--- src/sealer_map.svh ---
// register offsets, field positions, reset values and timing figures
// assumes a 32-bit apb slave with byte addresses
`ifndef SEALER_MAP_SVH
`define SEALER_MAP_SVH

`define CTRL_OFS       8'h00
`define SETPOINT_OFS   8'h04
`define CONFIG_OFS     8'h08
`define WORD1_OFS      8'h0c
`define WORD2_OFS      8'h10
`define DIAG_OFS       8'h14

`define CTRL_CAL_POS   0
`define CTRL_HEAT_POS  1
`define CTRL_CLR_POS   2
`define CTRL_PAUSE_POS 3

`define CFG_RANGE_POS  0
`define CFG_WIN_LSB    1
`define CFG_CODE10_POS 3
`define CFG_EXT_POS    4
`define CFG_LO_LSB     8
`define CFG_HI_LSB     16
`define CFG_RESET      32'h000a_0a02

`define TMAX_LOW       16'h012c
`define TMAX_HIGH      16'h01f4
`define PCT_NUM        8'h13
`define PCT_DEN        8'h14

`define CLK_FREQ_KHZ   10000
`define INIT_TIME_MS   500

`endif

--- src/sealer_pkg.sv ---
// types shared by the cyclic command and status logic
package sealer_pkg;
    typedef enum logic [2:0] {
        ST_IDLE,
        ST_REG,
        ST_CAL,
        ST_CLEAR,
        ST_INIT
    } mode_t;

    typedef enum logic [1:0] {
        WIN_OFF,
        WIN_PLAIN,
        WIN_LATCH
    } win_mode_t;
endpackage

--- src/sealer_cyclic_control_status.sv ---
// cyclic command interpreter and status formatter of a sealing controller
// assumes an apb master on pclk and a measurement/fault front end
// that presents readings and fault indications synchronous to pclk
//
// The placing of the registers and the APB register port were left to the implementer.
`timescale 1ns/1ps
`include "sealer_map.svh"

module sealer_cyclic_control_status #(
    parameter int INIT_CYCLES = `INIT_TIME_MS * `CLK_FREQ_KHZ
) (
    input  wire logic        pclk,
    input  wire logic        presetn,
    input  wire logic        psel,
    input  wire logic        penable,
    input  wire logic        pwrite,
    input  wire logic [7:0]  paddr,
    input  wire logic [31:0] pwdata,
    output logic      [31:0] prdata,
    output logic             pready,
    output logic             pslverr,
    input  wire logic [15:0] temp_in,
    input  wire logic        temp_valid,
    input  wire logic        fault_full_in,
    input  wire logic        fault_57_in,
    input  wire logic [9:0]  err_code_in,
    input  wire logic [3:0]  err_short_in,
    input  wire logic        warn_in,
    input  wire logic        cooling_in,
    input  wire logic        systest_ok_in,
    input  wire logic        cal_done_in,
    output logic             heat_en,
    output logic             impulse_en,
    output logic             relay_on,
    output logic             cal_en,
    output logic             param_req,
    output logic             ctrl_reset
);
    logic [3:0]  ctrl_r;
    logic [15:0] setpoint_r;
    logic [31:0] config_r;
    sealer_pkg::mode_t state_r;
    sealer_pkg::mode_t state_nxt;
    logic        alarm_r;
    logic [9:0]  code_r;
    logic [3:0]  code4_r;
    logic [15:0] actual_r;
    logic        test_ok_r;
    logic        heat_d_r;
    logic        target_r;
    logic        win_r;
    logic [31:0] init_cnt_r;
    logic [15:0] word1_r;
    logic [15:0] word2_r;

    logic heat_cmd;
    logic cal_cmd;
    logic clr_cmd;
    logic pause_cmd;
    assign cal_cmd   = ctrl_r[`CTRL_CAL_POS];
    assign heat_cmd  = ctrl_r[`CTRL_HEAT_POS];
    assign clr_cmd   = ctrl_r[`CTRL_CLR_POS];
    assign pause_cmd = ctrl_r[`CTRL_PAUSE_POS];

    logic range_high;
    logic code10;
    logic ext_fmt;
    sealer_pkg::win_mode_t win_mode;
    assign range_high = config_r[`CFG_RANGE_POS];
    assign code10     = config_r[`CFG_CODE10_POS];
    assign ext_fmt    = config_r[`CFG_EXT_POS];
    assign win_mode   =
        sealer_pkg::win_mode_t'(config_r[`CFG_WIN_LSB +: 2]);

    // apb access decode; every access completes in its first access cycle
    logic wr_en;
    logic rd_en;
    assign wr_en = psel && penable && pwrite && pready;
    assign rd_en = psel && !penable && !pwrite;

    logic [15:0] sp_max;
    logic [15:0] sp_eff;
    assign sp_max = range_high ? `TMAX_HIGH : `TMAX_LOW;
    assign sp_eff = (setpoint_r > sp_max) ? sp_max : setpoint_r;

    // reading gates
    logic measuring;
    logic pause_eff;
    logic full_eval;
    assign measuring = (state_r == sealer_pkg::ST_IDLE) && !heat_cmd
                       && !cal_cmd && !clr_cmd;
    assign pause_eff = pause_cmd && measuring && test_ok_r;
    assign full_eval = (state_r != sealer_pkg::ST_CLEAR) && !pause_eff;

    logic cal_block;
    assign cal_block = heat_cmd || cooling_in || clr_cmd || alarm_r
                       || state_r == sealer_pkg::ST_INIT;

    logic heat_rise;
    logic warn_trip;
    assign heat_rise = heat_cmd && !heat_d_r;
    assign warn_trip = heat_rise && warn_in;

    logic init_done;
    assign init_done = (init_cnt_r == 32'(INIT_CYCLES - 1));

    always_ff @(posedge pclk or negedge presetn) begin
        if (!presetn) begin
            pready  <= 1'b0;
            pslverr <= 1'b0;
        end else begin
            pready  <= psel && !penable;
            pslverr <= psel && !penable && !(paddr == `CTRL_OFS
                || paddr == `SETPOINT_OFS || paddr == `CONFIG_OFS
                || paddr == `WORD1_OFS || paddr == `WORD2_OFS
                || paddr == `DIAG_OFS);
        end
    end

    always_ff @(posedge pclk or negedge presetn) begin
        if (!presetn) begin
            ctrl_r     <= 4'h0;
            setpoint_r <= 16'h0000;
            config_r   <= `CFG_RESET;
        end else if (wr_en) begin
            case (paddr)
                `CTRL_OFS:     ctrl_r     <= pwdata[3:0];
                `SETPOINT_OFS: setpoint_r <= pwdata[15:0];
                `CONFIG_OFS:   config_r   <= pwdata;
                default: ;
            endcase
        end
    end

    always_ff @(posedge pclk or negedge presetn) begin
        if (!presetn) begin
            prdata <= 32'h0000_0000;
        end else if (rd_en) begin
            case (paddr)
                `CTRL_OFS:     prdata <= {28'h0, ctrl_r};
                `SETPOINT_OFS: prdata <= {16'h0, setpoint_r};
                `CONFIG_OFS:   prdata <= config_r;
                `WORD1_OFS:    prdata <= {16'h0, word1_r};
                `WORD2_OFS:    prdata <= {16'h0, word2_r};
                `DIAG_OFS:     prdata <= {28'h0, code4_r};
                default:       prdata <= 32'h0000_0000;
            endcase
        end
    end

    always_comb begin
        state_nxt = state_r;
        case (state_r)
            sealer_pkg::ST_IDLE: begin
                if (clr_cmd) begin
                    state_nxt = sealer_pkg::ST_CLEAR;
                end else if (heat_cmd && !alarm_r && !warn_trip) begin
                    state_nxt = sealer_pkg::ST_REG;
                end else if (cal_cmd && !cal_block) begin
                    state_nxt = sealer_pkg::ST_CAL;
                end
            end
            sealer_pkg::ST_REG: begin
                if (clr_cmd) begin
                    state_nxt = sealer_pkg::ST_CLEAR;
                end else if (!heat_cmd || alarm_r) begin
                    state_nxt = sealer_pkg::ST_IDLE;
                end
            end
            sealer_pkg::ST_CAL: begin
                if (cal_done_in) begin
                    state_nxt = clr_cmd ? sealer_pkg::ST_CLEAR
                                        : sealer_pkg::ST_IDLE;
                end
            end
            sealer_pkg::ST_CLEAR: begin
                if (!clr_cmd) begin
                    state_nxt = sealer_pkg::ST_INIT;
                end
            end
            sealer_pkg::ST_INIT: begin
                if (clr_cmd) begin
                    state_nxt = sealer_pkg::ST_CLEAR;
                end else if (init_done) begin
                    state_nxt = sealer_pkg::ST_IDLE;
                end
            end
            default: state_nxt = sealer_pkg::ST_IDLE;
        endcase
    end

    always_ff @(posedge pclk or negedge presetn) begin
        if (!presetn) begin
            state_r  <= sealer_pkg::ST_IDLE;
            heat_d_r <= 1'b0;
        end else begin
            state_r  <= state_nxt;
            heat_d_r <= heat_cmd;
        end
    end

    always_ff @(posedge pclk or negedge presetn) begin
        if (!presetn) begin
            init_cnt_r <= 32'h0000_0000;
        end else if (state_r == sealer_pkg::ST_INIT && !init_done) begin
            init_cnt_r <= init_cnt_r + 32'h0000_0001;
        end else if (state_r != sealer_pkg::ST_INIT) begin
            init_cnt_r <= 32'h0000_0000;
        end
    end

    // system test pass is caught once after reset and kept
    always_ff @(posedge pclk or negedge presetn) begin
        if (!presetn) begin
            test_ok_r <= 1'b0;
        end else if (systest_ok_in) begin
            test_ok_r <= 1'b1;
        end
    end

    // alarm: a new fault wins over the reset that clears it
    logic alarm_set;
    assign alarm_set = fault_57_in || (full_eval && fault_full_in)
                       || warn_trip;
    always_ff @(posedge pclk or negedge presetn) begin
        if (!presetn) begin
            alarm_r <= 1'b0;
            code_r  <= 10'h000;
            code4_r <= 4'h0;
        end else if (alarm_set) begin
            alarm_r <= 1'b1;
            code_r  <= err_code_in;
            code4_r <= err_short_in;
        end else if (state_r == sealer_pkg::ST_CLEAR && !clr_cmd) begin
            alarm_r <= 1'b0;
            code_r  <= 10'h000;
            code4_r <= 4'h0;
        end
    end

    // actual value: frozen under pause, forced low under fault clear
    always_ff @(posedge pclk or negedge presetn) begin
        if (!presetn) begin
            actual_r <= 16'h0000;
        end else if (clr_cmd || state_r == sealer_pkg::ST_CLEAR) begin
            actual_r <= 16'h0000;
        end else if (temp_valid && !pause_eff) begin
            actual_r <= temp_in;
        end
    end

    logic signed [24:0] act_scaled;
    logic signed [24:0] sp_scaled;
    logic signed [17:0] act_w;
    logic signed [17:0] lo_lim;
    logic signed [17:0] hi_lim;
    logic in_win;
    assign act_w  = 18'(signed'(actual_r));
    assign act_scaled = 25'(act_w) * 25'(`PCT_DEN);
    assign sp_scaled  = 25'(signed'({2'b00, sp_eff})) * 25'(`PCT_NUM);
    assign lo_lim = 18'(sp_eff) - 18'(config_r[`CFG_LO_LSB +: 8]);
    assign hi_lim = 18'(sp_eff) + 18'(config_r[`CFG_HI_LSB +: 8]);
    assign in_win = (act_w >= lo_lim) && (act_w <= hi_lim);

    always_ff @(posedge pclk or negedge presetn) begin
        if (!presetn) begin
            target_r <= 1'b0;
        end else if (!heat_cmd || alarm_r) begin
            target_r <= 1'b0;
        end else if (state_r == sealer_pkg::ST_REG) begin
            target_r <= act_scaled > sp_scaled;
        end
    end

    always_ff @(posedge pclk or negedge presetn) begin
        if (!presetn) begin
            win_r <= 1'b0;
        end else begin
            case (win_mode)
                sealer_pkg::WIN_PLAIN: win_r <= in_win;
                sealer_pkg::WIN_LATCH: begin
                    if (heat_rise) begin
                        win_r <= in_win;
                    end else if (heat_cmd) begin
                        win_r <= in_win;
                    end
                end
                default: win_r <= 1'b0;
            endcase
        end
    end

    // cyclic output words
    logic cal_run;
    logic regulating;
    logic [15:0] mag;
    assign cal_run    = state_r == sealer_pkg::ST_CAL;
    assign regulating = state_r == sealer_pkg::ST_REG;
    assign mag = actual_r[15] ? 16'(-actual_r) : actual_r;

    always_ff @(posedge pclk or negedge presetn) begin
        if (!presetn) begin
            word1_r <= 16'h0000;
            word2_r <= 16'h0000;
        end else begin
            word2_r[15:6] <= (ext_fmt && code10) ? code_r : 10'h000;
            if (!(ext_fmt && code10)) begin
                word2_r[11:8] <= code4_r;
            end
            word2_r[5:0] <= {cal_run, cal_block, alarm_r,
                             target_r, win_r, regulating};
            if (ext_fmt) begin
                word1_r <= (cal_run || alarm_r) ? 16'h0000
                                                 : actual_r;
            end else if (alarm_r) begin
                word1_r <= code10 ? {6'h00, code_r}
                                  : {12'h000, code4_r};
            end else begin
                word1_r <= {actual_r[15], mag[14:0]};
            end
        end
    end

    // power stage and front-end controls
    always_ff @(posedge pclk or negedge presetn) begin
        if (!presetn) begin
            heat_en    <= 1'b0;
            impulse_en <= 1'b0;
            relay_on   <= 1'b0;
            cal_en     <= 1'b0;
            param_req  <= 1'b0;
            ctrl_reset <= 1'b0;
        end else begin
            heat_en    <= state_nxt == sealer_pkg::ST_REG
                          && !alarm_set;
            impulse_en <= state_nxt != sealer_pkg::ST_CLEAR
                          && !clr_cmd && !pause_eff;
            relay_on   <= alarm_set || alarm_r;
            cal_en     <= state_nxt == sealer_pkg::ST_CAL;
            param_req  <= state_r == sealer_pkg::ST_CLEAR
                          && !clr_cmd;
            ctrl_reset <= state_r == sealer_pkg::ST_CLEAR && !clr_cmd;
        end
    end
endmodule

--- config.mk ---
export PLATFORM = sky130hd
export DESIGN_NAME = sealer_cyclic_control_status
export DESIGN_NICKNAME = d
export VERILOG_FILES = /design/src/sealer_pkg.sv /design/src/sealer_cyclic_control_status.sv
export VERILOG_INCLUDE_DIRS = /design/src /design/src/src
export SDC_FILE = /design/constraint.sdc
export NUM_CORES = 1
export LEC_CHECK = 0
export CAP_MARGIN = 20
export CORE_MARGIN = 2
export CORE_UTILIZATION = 25
export DETAILED_ROUTE_END_ITERATION = 8
export DONT_BUFFER_PORTS = 1
export PLACE_DENSITY = 0.42
export SLEW_MARGIN = 20
export SYNTH_ARGS = -nofsm -noshare
export SYNTH_HDL_FRONTEND = slang
export SYNTH_SLANG_ARGS = --single-unit
--- constraint.sdc ---
create_clock -name pclk -period 7.8 [get_ports pclk]
set_clock_uncertainty 0.15 [all_clocks]
set_input_delay 0.39 -clock pclk [delete_from_list [all_inputs] [get_ports pclk]]
set_output_delay 0.39 -clock pclk [all_outputs]
set_load 0.03 [all_outputs]
==> summary.txt, run 1 <==
Run status
  • Status: finished clean

Clocking
  • CTS root buffer: clkbuf_16
  • Reg clk slew, reported paths: 80 ps
  • Worst-Skew Late Latency: 460 ps
  • Clk buf depth: 2
  • Post-CTS setup buffer count: 0
  • Post_cts resized: 0
  • TritonCTS clock tree: done
  • Htree depth: 4
  • CTS Buf Count: 17
  • Sink Count: 193

Detailed routing
  • Residual DRC count: 0
  • Vias/cell: 4.81
  • Drt first pass iters: 6
  • Routed length per placed instance: 19.2 µm
  • WL final: 39600 µm
  • DR vias: 9932
  • Initial DRC Count: 705
  • Detail Route Antenna Nets: 0

Setup path
  • Startpoint types: flop
  • Worst-path fanout max: 8
  • Crit-path max cell delay: 550 ps
  • WS Path Type: reg2reg
  • Critical path data required time: 7990 ps
  • Crit. End Element: flop
  • Critical path cell sequence: inv_1 > ha_1 > a31oi_1 > o22ai_1 > o21ai_0 > o21ai_1 > a21oi_1 > ha_1 > fa_1 > ha_1 > and3_1 > o211ai_1 > o21ba_2 > nor2_1 > o21ai_0 > xnor2_1 > ha_1 > a21o_1 > a21o_1 > a2111oi_0 > o211ai_1 > o22ai_1 > a31oi_1
  • WP data arrival: 6490 ps
  • Worst path slowest cell: a21oi_1
  • Worst path most repeated cell: ha_1
  • R2R setup slack: 1500 ps

Yosys
  • Synth top area cells: dfrtp_1 37%, ha_1 14%, mux2_2 5.3%
  • Seq cells post-synth: 193
  • Largest family of logic cells by synthesized area: adder cells
  • Mapped Cells: 1298
  • EDFF count, synth: 0
  • XOR/XNOR Fraction of Synth Area: 4.66%
  • Top-area cell type share of the netlist area: 36.8%
  • Syn Area/Cell: 9.84 µm²
  • Adder-Cell Fraction of Synth Area: 16.2%
  • Number of library cell types mapped by synthesis: 73
  • Simple-Gate Fraction of Synth Area: 14.5%
  • FFs w/ async S/R, synth: 100%
  • Mux share of post-synthesis cell area: 7.56%
  • Sequential area share after synthesis: 37.8%
  • Yosys top cell by area: dfrtp_1
  • Yosys warnings: 0
  • Synthesized area: 12800 µm²
  • Compound-Gate Fraction of Synth Area: 15.2%
  • Top_reg_cell synth: dfrtp_1

Floorplan
  • DIE HEIGHT: 230 µm
  • Die area: 52900 µm²
  • Chip Width: 230 µm
  • Rows: 82
  • Starting Density: 25.4%
  • IO Count: 122
  • Core Region: 50300 µm²

Finish
  • Nets: 1616
  • Fraction of layout cells with a size suffix above 1: 9.27%
  • Syn-to-layout area delta: 17.0%
  • Most frequent cells in the layout: 188 x dfrtp_1, 141 x ha_1, 125 x nand2_1, 84 x inv_1, 72 x dlygate4sd3_1
  • Fillcell total: 5310
  • Commonest non-fill, non-tap cell in the layout: dfrtp_1

Global route
  • First-pass GRT wire length: 61200 µm
  • Vias in the first global route: 10.0k
  • M3 GR Usage: 2.93%
  • Met1 Use GR: 20.7%
  • GR Overflow Total: 0
  • Largest net degree at the start of global routing: 194
  • Gr usage total: 15.1%
  • Busiest grt layer: met2
  • Initial antenna violation count: 1
  • Met2 Usage GRT: 24.7%

Pwr
  • Combinational fraction of design power: 24.9%
  • Max IR drop VDD: 129 µV
  • Clock power share: 33.9%
  • Leak: 7.00 nW
  • Sequential share of power: 41.2%
  • Pwr/cell area: 175 nW/µm²
  • Net switching power: 0.000843 W
  • Sw Ratio: 32.3%
  • Internal power: 0.00177 W

STA
  • Worst Slack Setup Final: 1500 ps
  • Shortest period the worst path allows: 6300 ps
  • Setup violations, final: 0
  • F_max: 159 MHz
  • Slew @ Worst Pin: 926 ps
  • Fin. Hold Viols: 0
  • Slew margin rel.: 37.5%
  • Count of final max-slew check failures: 0
  • Setup TNS: 0 ps
  • RSZ-0062 raised after global routing: no
  • Period utilisation layout: 80.8%
  • Hold Slack: 82.7 ps

Placed design
  • Pre-CTS WS: 1530 ps
  • Dpl hpwl: 29700 µm
  • Port Buf Inserts: 0
  • Routability Congestion: 0.824

Worst hold path
  • Worst Hold Class: in2reg

Job
  • Max cap viols: 0
[through the flow]
step,instance area [µm²],total power [W],util (%),cells
floorplan,12900,0.00152,-,1323
global placement,13600,0.00167,27.0,1957
detailed placement,13600,0.00168,27.0,1957
CTS,14900,0.00264,29.7,2062
global route,14900,0.00278,29.7,2064
finish,14900,0.00261,29.7,2065
[synthesized netlist by cell type, drive strengths merged, types with 6 or more instances]
cell type  number
a21oi          57
a21o           22
o21bai          6
nand2b         13
nand4          13
a31oi          13
dfrtp         188
xnor2          38
ha            141
xor2           30
a22o           34
or2             8
a211oi          9
mux2i          20
and2            6
nor2b          17
nand2         126
nor4           13
o21ai          69
mux2           60
nor2           71
buf            12
o31ai           7
nand3          38
nor3           26
a221oi         12
clkbuf         36
inv            84
fa             15
and3           17
[flip-flops by register name, indices dropped and copies added, names as in the netlist, 3 cells and up]
| name | flops |
|---|---|
| prdata | 32 |
| word2_r | 16 |
| code_r | 10 |
| init_cnt_r | 32 |
| config_r | 32 |
| actual_r | 16 |
| word1_r | 16 |
| setpoint_r | 16 |
| state_r | 3 |
| ctrl_r | 4 |
| code4_r | 4 |
[layer usage]
metal  wire (µm)  share of wire [%]
met1       18600                 47
met2       18700                 47
met3        1890                4.8
met4         459                1.2
met5           0                  0
[power by group through the flow]
stage | Combinational [W] | Clock [W] | Sequential, W
2_1_floorplan | 0.000451 | 0 | 0.00107
6_report | 0.000649 | 0.000886 | 0.00108
4_1_cts | 0.000643 | 0.000924 | 0.00108
3_3_place_gp | 0.000574 | 0 | 0.00110
5_1_grt | 0.000745 | 0.000957 | 0.00108
3_5_place_dp | 0.000579 | 0 | 0.00110
[worst paths after layout]
| path | depth (start not counted) | to | from |
|---|---|---|---|
| worst max-delay path | 23 | target_r | config_r[0] |
| worst min-delay path | 2 | state_r[0] | cal_done_in |
| worst max register to register | 23 | target_r | config_r[0] |
| worst min register to register | 0 | word2_r[1] | win_r |
| max in group asynchronous | 3 | word1_r[13] | presetn |
| min in group asynchronous | 2 | actual_r[1] | presetn |
[what timing repair did]
action                     4_1_cts  5_1_grt
setup endpoints to repair        0        0
hold buffers                    73        0
hold endpoints to repair       280        0
[layout make-up]
class,count,area [µm²],area share [%]
Clock buffer,21,450,3.01
Multi-Input combinational cell,998,7520,50.3
Tap cell,672,841,5.62
Antenna cell,2,5.00,0.0335
Clock inverter,11,126,0.845
Timing Repair Buffer,84,851,5.69
Inverter,84,315,2.11
Sequential cell,193,4840,32.3
[worst max-delay path, delay by kind of cell (launching register included)]
kind / cells / cell delay [ps]
adder cells (fa/ha/maj): 5 / 1700
AND/OR/NAND/NOR: 2 / 290
buffers and inverters: 1 / 130
AO/OA/AOI/OAI: 14 / 3310
flip-flops: 1 / 490
XOR/XNOR: 1 / 100
[cells by family after synthesis]
kind of cell | count (synthesis)
and+or+nand+nor | 376
other | 2
muxes | 84
AOI/OAI and AO/OA | 287
DFF | 193
buffers and inverters | 132
adders and majority gates | 156
xor gates and xnor gates | 68
No activity file was read; power rests on OpenSTA's default activity.
==> run 2, diff against run 1 <==
--- a/config.mk
+++ b/config.mk
@@ -6,6 +6,7 @@
 export SDC_FILE = /design/constraint.sdc
 export NUM_CORES = 1
 export LEC_CHECK = 0
+export ABC_AREA = 1
 export CAP_MARGIN = 20
 export CORE_MARGIN = 2
 export CORE_UTILIZATION = 25
==> constraint.sdc (replaced) <==
create_clock -name pclk -period 6.05 [get_ports pclk]
set_clock_uncertainty 0.15 [all_clocks]
set_input_delay 0.3025 -clock pclk [delete_from_list [all_inputs] [get_ports pclk]]
set_output_delay 0.3025 -clock pclk [all_outputs]
set_load 0.03 [all_outputs]
==> summary.txt, run 2 <==
Run status
  • Status: finished clean

Global route
  • Met1 Use GR: 19.9%
  • Busiest grt layer: met2
  • Gr usage total: 16.0%
  • Initial antenna violation count: 3
  • GR Overflow Total: 0
  • Met2 Usage GRT: 28.1%
  • M3 GR Usage: 3.25%
  • Vias in the first global route: 11.3k
  • Largest net degree at the start of global routing: 194
  • First-pass GRT wire length: 65200 µm

Detailed routing
  • Drt first pass iters: 6
  • DR vias: 11.0k
  • Detail Route Antenna Nets: 0
  • Vias/cell: 4.59
  • Routed length per placed instance: 17.4 µm
  • WL final: 41700 µm
  • Initial DRC Count: 648
  • Residual DRC count: 0

Job
  • Max cap viols: 0

Setup path
  • Critical path data required time: 6240 ps
  • WS Path Type: reg2reg
  • Reg2reg start: config_r[0]
  • Worst Setup SP: config_r[0]
  • Worst-path fanout max: 8
  • CP Buf/Inv Count: 5
  • Worst path slowest cell: fa_1
  • Largest delay contributor family on the critical path: adder cells
  • Startpoint types: flop
  • WP data arrival: 5660 ps
  • Crit. End Element: flop
  • Worst path most repeated cell: nand2_1
  • Crit-path max cell delay: 500 ps

Clocking
  • Reg clk slew, reported paths: 80 ps
  • Worst-Skew Late Latency: 480 ps
  • Sink Count: 193
  • CTS root buffer: clkbuf_16
  • TritonCTS clock tree: done
  • CTS Buf Count: 17
  • Htree depth: 4
  • Clk buf depth: 2

Yosys
  • Number of library cell types mapped by synthesis: 60
  • Sequential area share after synthesis: 37.1%
  • FFs w/ async S/R, synth: 100%
  • Yosys warnings: 0
  • Most common cell in the netlist: nand2_1
  • Synth top area cells: dfrtp_1 36%, ha_1 14%, nand2_1 8.9%
  • Syn Area/Cell: 8.07 µm²
  • Mapped Cells: 1614
  • Seq cells post-synth: 193
  • Synthesized area: 13000 µm²
  • Yosys top cell by area: dfrtp_1
  • Top_reg_cell synth: dfrtp_1
  • EDFF count, synth: 0
  • Most frequent cells after synthesis: 309 x nand2_1, 206 x inv_1, 188 x dfrtp_1
  • Top-area cell type share of the netlist area: 36.1%

STA
  • Shortest period the worst path allows: 5460 ps
  • Count of final max-slew check failures: 0
  • F_max: 183 MHz
  • Period utilisation layout: 90.3%
  • Fin. Hold Viols: 0
  • Slew margin rel.: 24.0%
  • Hold Slack: 31.8 ps
  • RSZ-0062 raised after global routing: no
  • Slew @ Worst Pin: 1140 ps
  • Worst Slack Setup Final: 585 ps
  • Setup TNS: 0 ps
  • Setup violations, final: 0

Placed design
  • Routability Congestion: 0.864
  • Port Buf Inserts: 0
  • Dpl hpwl: 32300 µm
  • Pre-CTS WS: 597 ps

Floorplan
  • Core Region: 51400 µm²
  • Starting Density: 25.3%
  • Rows: 83
  • Die area: 54000 µm²
  • IO Count: 122
  • DIE HEIGHT: 232 µm
  • Chip Width: 232 µm

Finish
  • Most frequent cells in the layout: 307 x nand2_1, 206 x inv_1, 188 x dfrtp_1, 141 x ha_1, 120 x nor2_1
  • Fraction of layout cells with a size suffix above 1: 5.84%
  • Nets: 1936
  • Commonest non-fill, non-tap cell in the layout: nand2_1
  • Biggest regs: config_r (32), init_cnt_r (32), prdata (32)
  • Syn-to-layout area delta: 16.5%

Pwr
  • Leak: 7.35 nW
  • Sequential share of power: 40.6%
  • Internal power: 0.00230 W
  • Pwr/cell area: 227 nW/µm²
  • Sw Ratio: 33.1%
  • Net switching power: 0.00114 W
  • Combinational fraction of design power: 24.7%
  • Max IR drop VDD: 185 µV
  • Clock power share: 34.6%

Worst hold path
  • Worst Hold Class: in2reg
  • HP Start: paddr[2]
==> run 2: changes by cell type after synthesis, moves of 20 or more <==
cell	delta
nor2_1	+49
a22o_1	-33
mux2i_1	-20
mux2_2	-60
inv_1	+122
nand3_1	+38
a21oi_1	+46
inv_2	+24
nand2_1	+183
o21ai_1	+76
==> run 2: power by group through the flow <==
stage / clock network (W) / registers [W] / logic [W]
after CTS: 0.00125 / 0.00140 / 0.000851
after detailed placement: 0 / 0.00143 / 0.000774
after global placement: 0 / 0.00143 / 0.000768
final: 0.00119 / 0.00140 / 0.000852
after global routing: 0.00129 / 0.00141 / 0.000984
after floorplan: 0 / 0.00140 / 0.000608
==> run 2: what timing repair did <==
| item | in CTS | in global routing |
|---|---|---|
| resized for setup | 0 | 0 |
| buffers inserted | 0 | 0 |
| endpoints found under the hold margin | 283 | 0 |
| hold buffers | 71 | 0 |
==> run 2: worst paths after layout <==
kind                             endpoint  slack [ps]  cells after the start
max                              target_r         590                     31
min in group asynchronous  init_cnt_r[30]         310                      2
min                             prdata[1]          30                      4
max reg2reg                      target_r         590                     31
min reg2reg                    word2_r[1]         230                      0
max in group asynchronous    config_r[22]        4480                      2
==> run 2: stage by stage <==
step	std cells	util, %	power (W)	instance area (µm²)
2_1_floorplan	1639	-	0.00201	13100
3_3_place_gp	2288	27.0	0.00219	13900
3_5_place_dp	2288	27.0	0.00220	13900
4_1_cts	2391	29.5	0.00350	15200
5_1_grt	2392	29.5	0.00369	15200
6_report	2392	29.5	0.00344	15200
==> run 2: layer usage <==
layer	wire, µm	part of all wire, %
met5	0	0
met4	672	1.6
met3	1670	4.0
met2	20700	50
met1	18600	45
==> run 2: worst reg2reg max path: cells and delay by family (launching register included) <==
family / cells / cell delay [ps]
buffers and inverters: 5 / 430
flip-flops: 1 / 370
adder cells (fa/ha/maj): 5 / 1810
XOR/XNOR: 1 / 220
AND/OR/NAND/NOR: 9 / 810
AO/OA/AOI/OAI: 11 / 1550
==> run 2: layout make-up <==
cell class | instances | area, µm²
antenna | 1 | 2.50
timing repair buffer | 75 | 758
sequential | 193 | 4840
multi-input combinational | 1179 | 7270
inverter | 232 | 871
clock buffer | 22 | 464
fill | 5543 | 36200
clock inverter | 10 | 126
tap | 680 | 851
==> run 2: kinds of logic after synthesis <==
group                    share of synthesized area, %
AND/OR/NAND/NOR                                  20.8
AO/OA/AOI/OAI                                    14.9
buffers and inverters                            7.86
flip-flops                                       37.1
adder cells (fa/ha/maj)                          15.8
XOR/XNOR                                         3.43
other                                          0.0576
==> run 3, diff against run 2 <==
--- a/config.mk
+++ b/config.mk
@@ -10,6 +10,7 @@
 export CAP_MARGIN = 20
 export CORE_MARGIN = 2
 export CORE_UTILIZATION = 25
+export CTS_BUF_LIST = sky130_fd_sc_hd__clkbuf_4 sky130_fd_sc_hd__clkbuf_8
 export DETAILED_ROUTE_END_ITERATION = 8
 export DONT_BUFFER_PORTS = 1
 export PLACE_DENSITY = 0.42
==> summary.txt, run 3 (synthesis gave the netlist of run 2 again) <==
Clocking
  • Htree depth: 4
  • Clk buf depth: 2
  • TritonCTS clock tree: done
  • CTS root buffer: clkbuf_8
  • Post_cts resized: 0
  • Reg clk slew, reported paths: 110 ps
  • Sink Count: 193
  • Worst-Skew Late Latency: 550 ps
  • CTS Buf Count: 17

Setup path
  • WP data arrival: 5720 ps
  • Worst path slowest cell: fa_1
  • Critical path data required time: 6320 ps
  • WS Path Type: reg2reg
  • Worst Setup SP: config_r[0]
  • Worst-path fanout max: 8
  • R2r endpoint: target_r
  • R2R setup slack: 590 ps
  • Crit-path max cell delay: 510 ps
  • CP endpoint: target_r
  • Crit. End Element: flop
  • Worst path most repeated cell: nand2_1
  • Reg2reg start: config_r[0]
  • Startpoint types: flop
  • R2R depth: 31

Floorplan
  • Chip Width: 232 µm
  • DIE HEIGHT: 232 µm
  • Die area: 54000 µm²
  • Starting Density: 25.3%
  • Core Region: 51400 µm²
  • IO Count: 122
  • Rows: 83

Placed design
  • Dpl cell area: 13900 µm²
  • Placed cells: 2288
  • Dpl hpwl: 32300 µm
  • Port Buf Inserts: 0
  • Routability Congestion: 0.864

Detailed routing
  • WL final: 41600 µm
  • Vias/cell: 4.59
  • DR vias: 11.0k
  • Drt first pass iters: 5
  • Initial DRC Count: 607
  • Detail Route Antenna Nets: 0
  • Routed length per placed instance: 17.4 µm
  • Residual DRC count: 0

Pwr
  • Leak: 7.29 nW
  • Pwr/cell area: 212 nW/µm²
  • Max IR drop VDD: 165 µV

STA
  • Slew margin rel.: 25.1%
  • Count of final max-slew check failures: 0
  • Setup violations, final: 0
  • Setup TNS: 0 ps
  • Fin. Hold Viols: 0
  • RSZ-0062 raised after global routing: no
  • Shortest period the worst path allows: 5460 ps
  • Slew @ Worst Pin: 1120 ps
  • F_max: 183 MHz
  • Hold Slack: 45.9 ps
  • Period utilisation layout: 90.2%

Global route
  • Gr usage total: 16.0%
  • Vias in the first global route: 11.3k
  • First-pass GRT wire length: 65200 µm
  • Largest net degree at the start of global routing: 194
  • GR Overflow Total: 0
  • Initial antenna violation count: 3

Finish
  • Most frequent cells in the layout: 307 x nand2_1, 206 x inv_1, 188 x dfrtp_1, 141 x ha_1, 120 x nor2_1
  • Biggest regs: config_r (32), init_cnt_r (32), prdata (32)
  • Commonest non-fill, non-tap cell in the layout: nand2_1
  • Fraction of layout cells with a size suffix above 1: 6.01%
  • Post-route cell area: 15000 µm²
  • Finished Layout Cells: 2395
  • Utilization after layout: 29.2%
  • Syn-to-layout area delta: 15.3%
  • Fillcell total: 5552
  • Nets: 1939

Worst hold path
  • Worst Hold Class: in2reg

Job
  • Max cap viols: 0

Run status
  • Status: finished clean
## run 3: cell count changes in the layout (fill, tap and decap cells not counted)
cell	previous run	this run
clkbuf_1	3	0
clkbuf_16	17	0
clkbuf_4	0	3
clkbuf_8	2	19
dlygate4sd3_1	70	73
## run 3: metrics by stage
step | worst slack (ps) | total power [W]
floorplan | 1240 | 0.00201
global placement | 674 | 0.00219
detailed placement | 597 | 0.00220
CTS | 553 | 0.00324
global route | 6.14 | 0.00342
finish | 595 | 0.00318
## run 3: worst min-delay path by stage
stage | start | end | cells after the start
3_5_place_dp | presetn | init_cnt_r[22] | 0
5_1_grt | fault_57_in | heat_en | 3
6_report | fault_57_in | heat_en | 3
3_3_place_gp | presetn | init_cnt_r[22] | 0
2_1_floorplan | presetn | actual_r[0] | 0
4_1_cts | fault_57_in | heat_en | 3
## run 3: repair_timing
action	4_1_cts	5_1_grt
setup buffers	0	0
setup endpoints to repair	0	0
endpoints found under the hold margin	284	0
hold buffers	74	0
## run 3: power breakdown
group | leakage (nW) | switching, W | internal (W) | total (W)
Sequential | 2.49 | 0.0000629 | 0.00134 | 0.00140
Combinational | 4.60 | 0.000523 | 0.000330 | 0.000853
Clock | 0.206 | 0.000521 | 0.000408 | 0.000929
Total | 7.29 | 0.00111 | 0.00207 | 0.00318
## run 3: final cells by class
class,count,area (µm²),share of cell area [%]
multi-input combinational,1179,7270,48.4
sequential,193,4840,32.2
inverter,232,871,5.80
tap,680,851,5.66
timing repair buffer,78,788,5.25
clock buffer,22,284,1.89
clock inverter,10,126,0.841
antenna,1,2.50,0.0167
## run 3: layer usage
layer / global-route usage, % / up-vias / part of all wire, %
met5: 0 / - / 0
met4: 4.57 / 0 / 1.8
met3: 3.08 / 41 / 3.7
met2: 28.1 / 171 / 50
met1: 19.8 / 5219 / 45
li1: - / 5558 / -
## run 3: critical path, delay by kind of cell, from the launching register on
family / cells / cell delay [ps]
adder cells (fa/ha/maj): 5 / 1810
AO/OA/AOI/OAI: 11 / 1540
AND/OR/NAND/NOR: 9 / 810
buffers and inverters: 5 / 440
flip-flops: 1 / 380
XOR/XNOR: 1 / 210
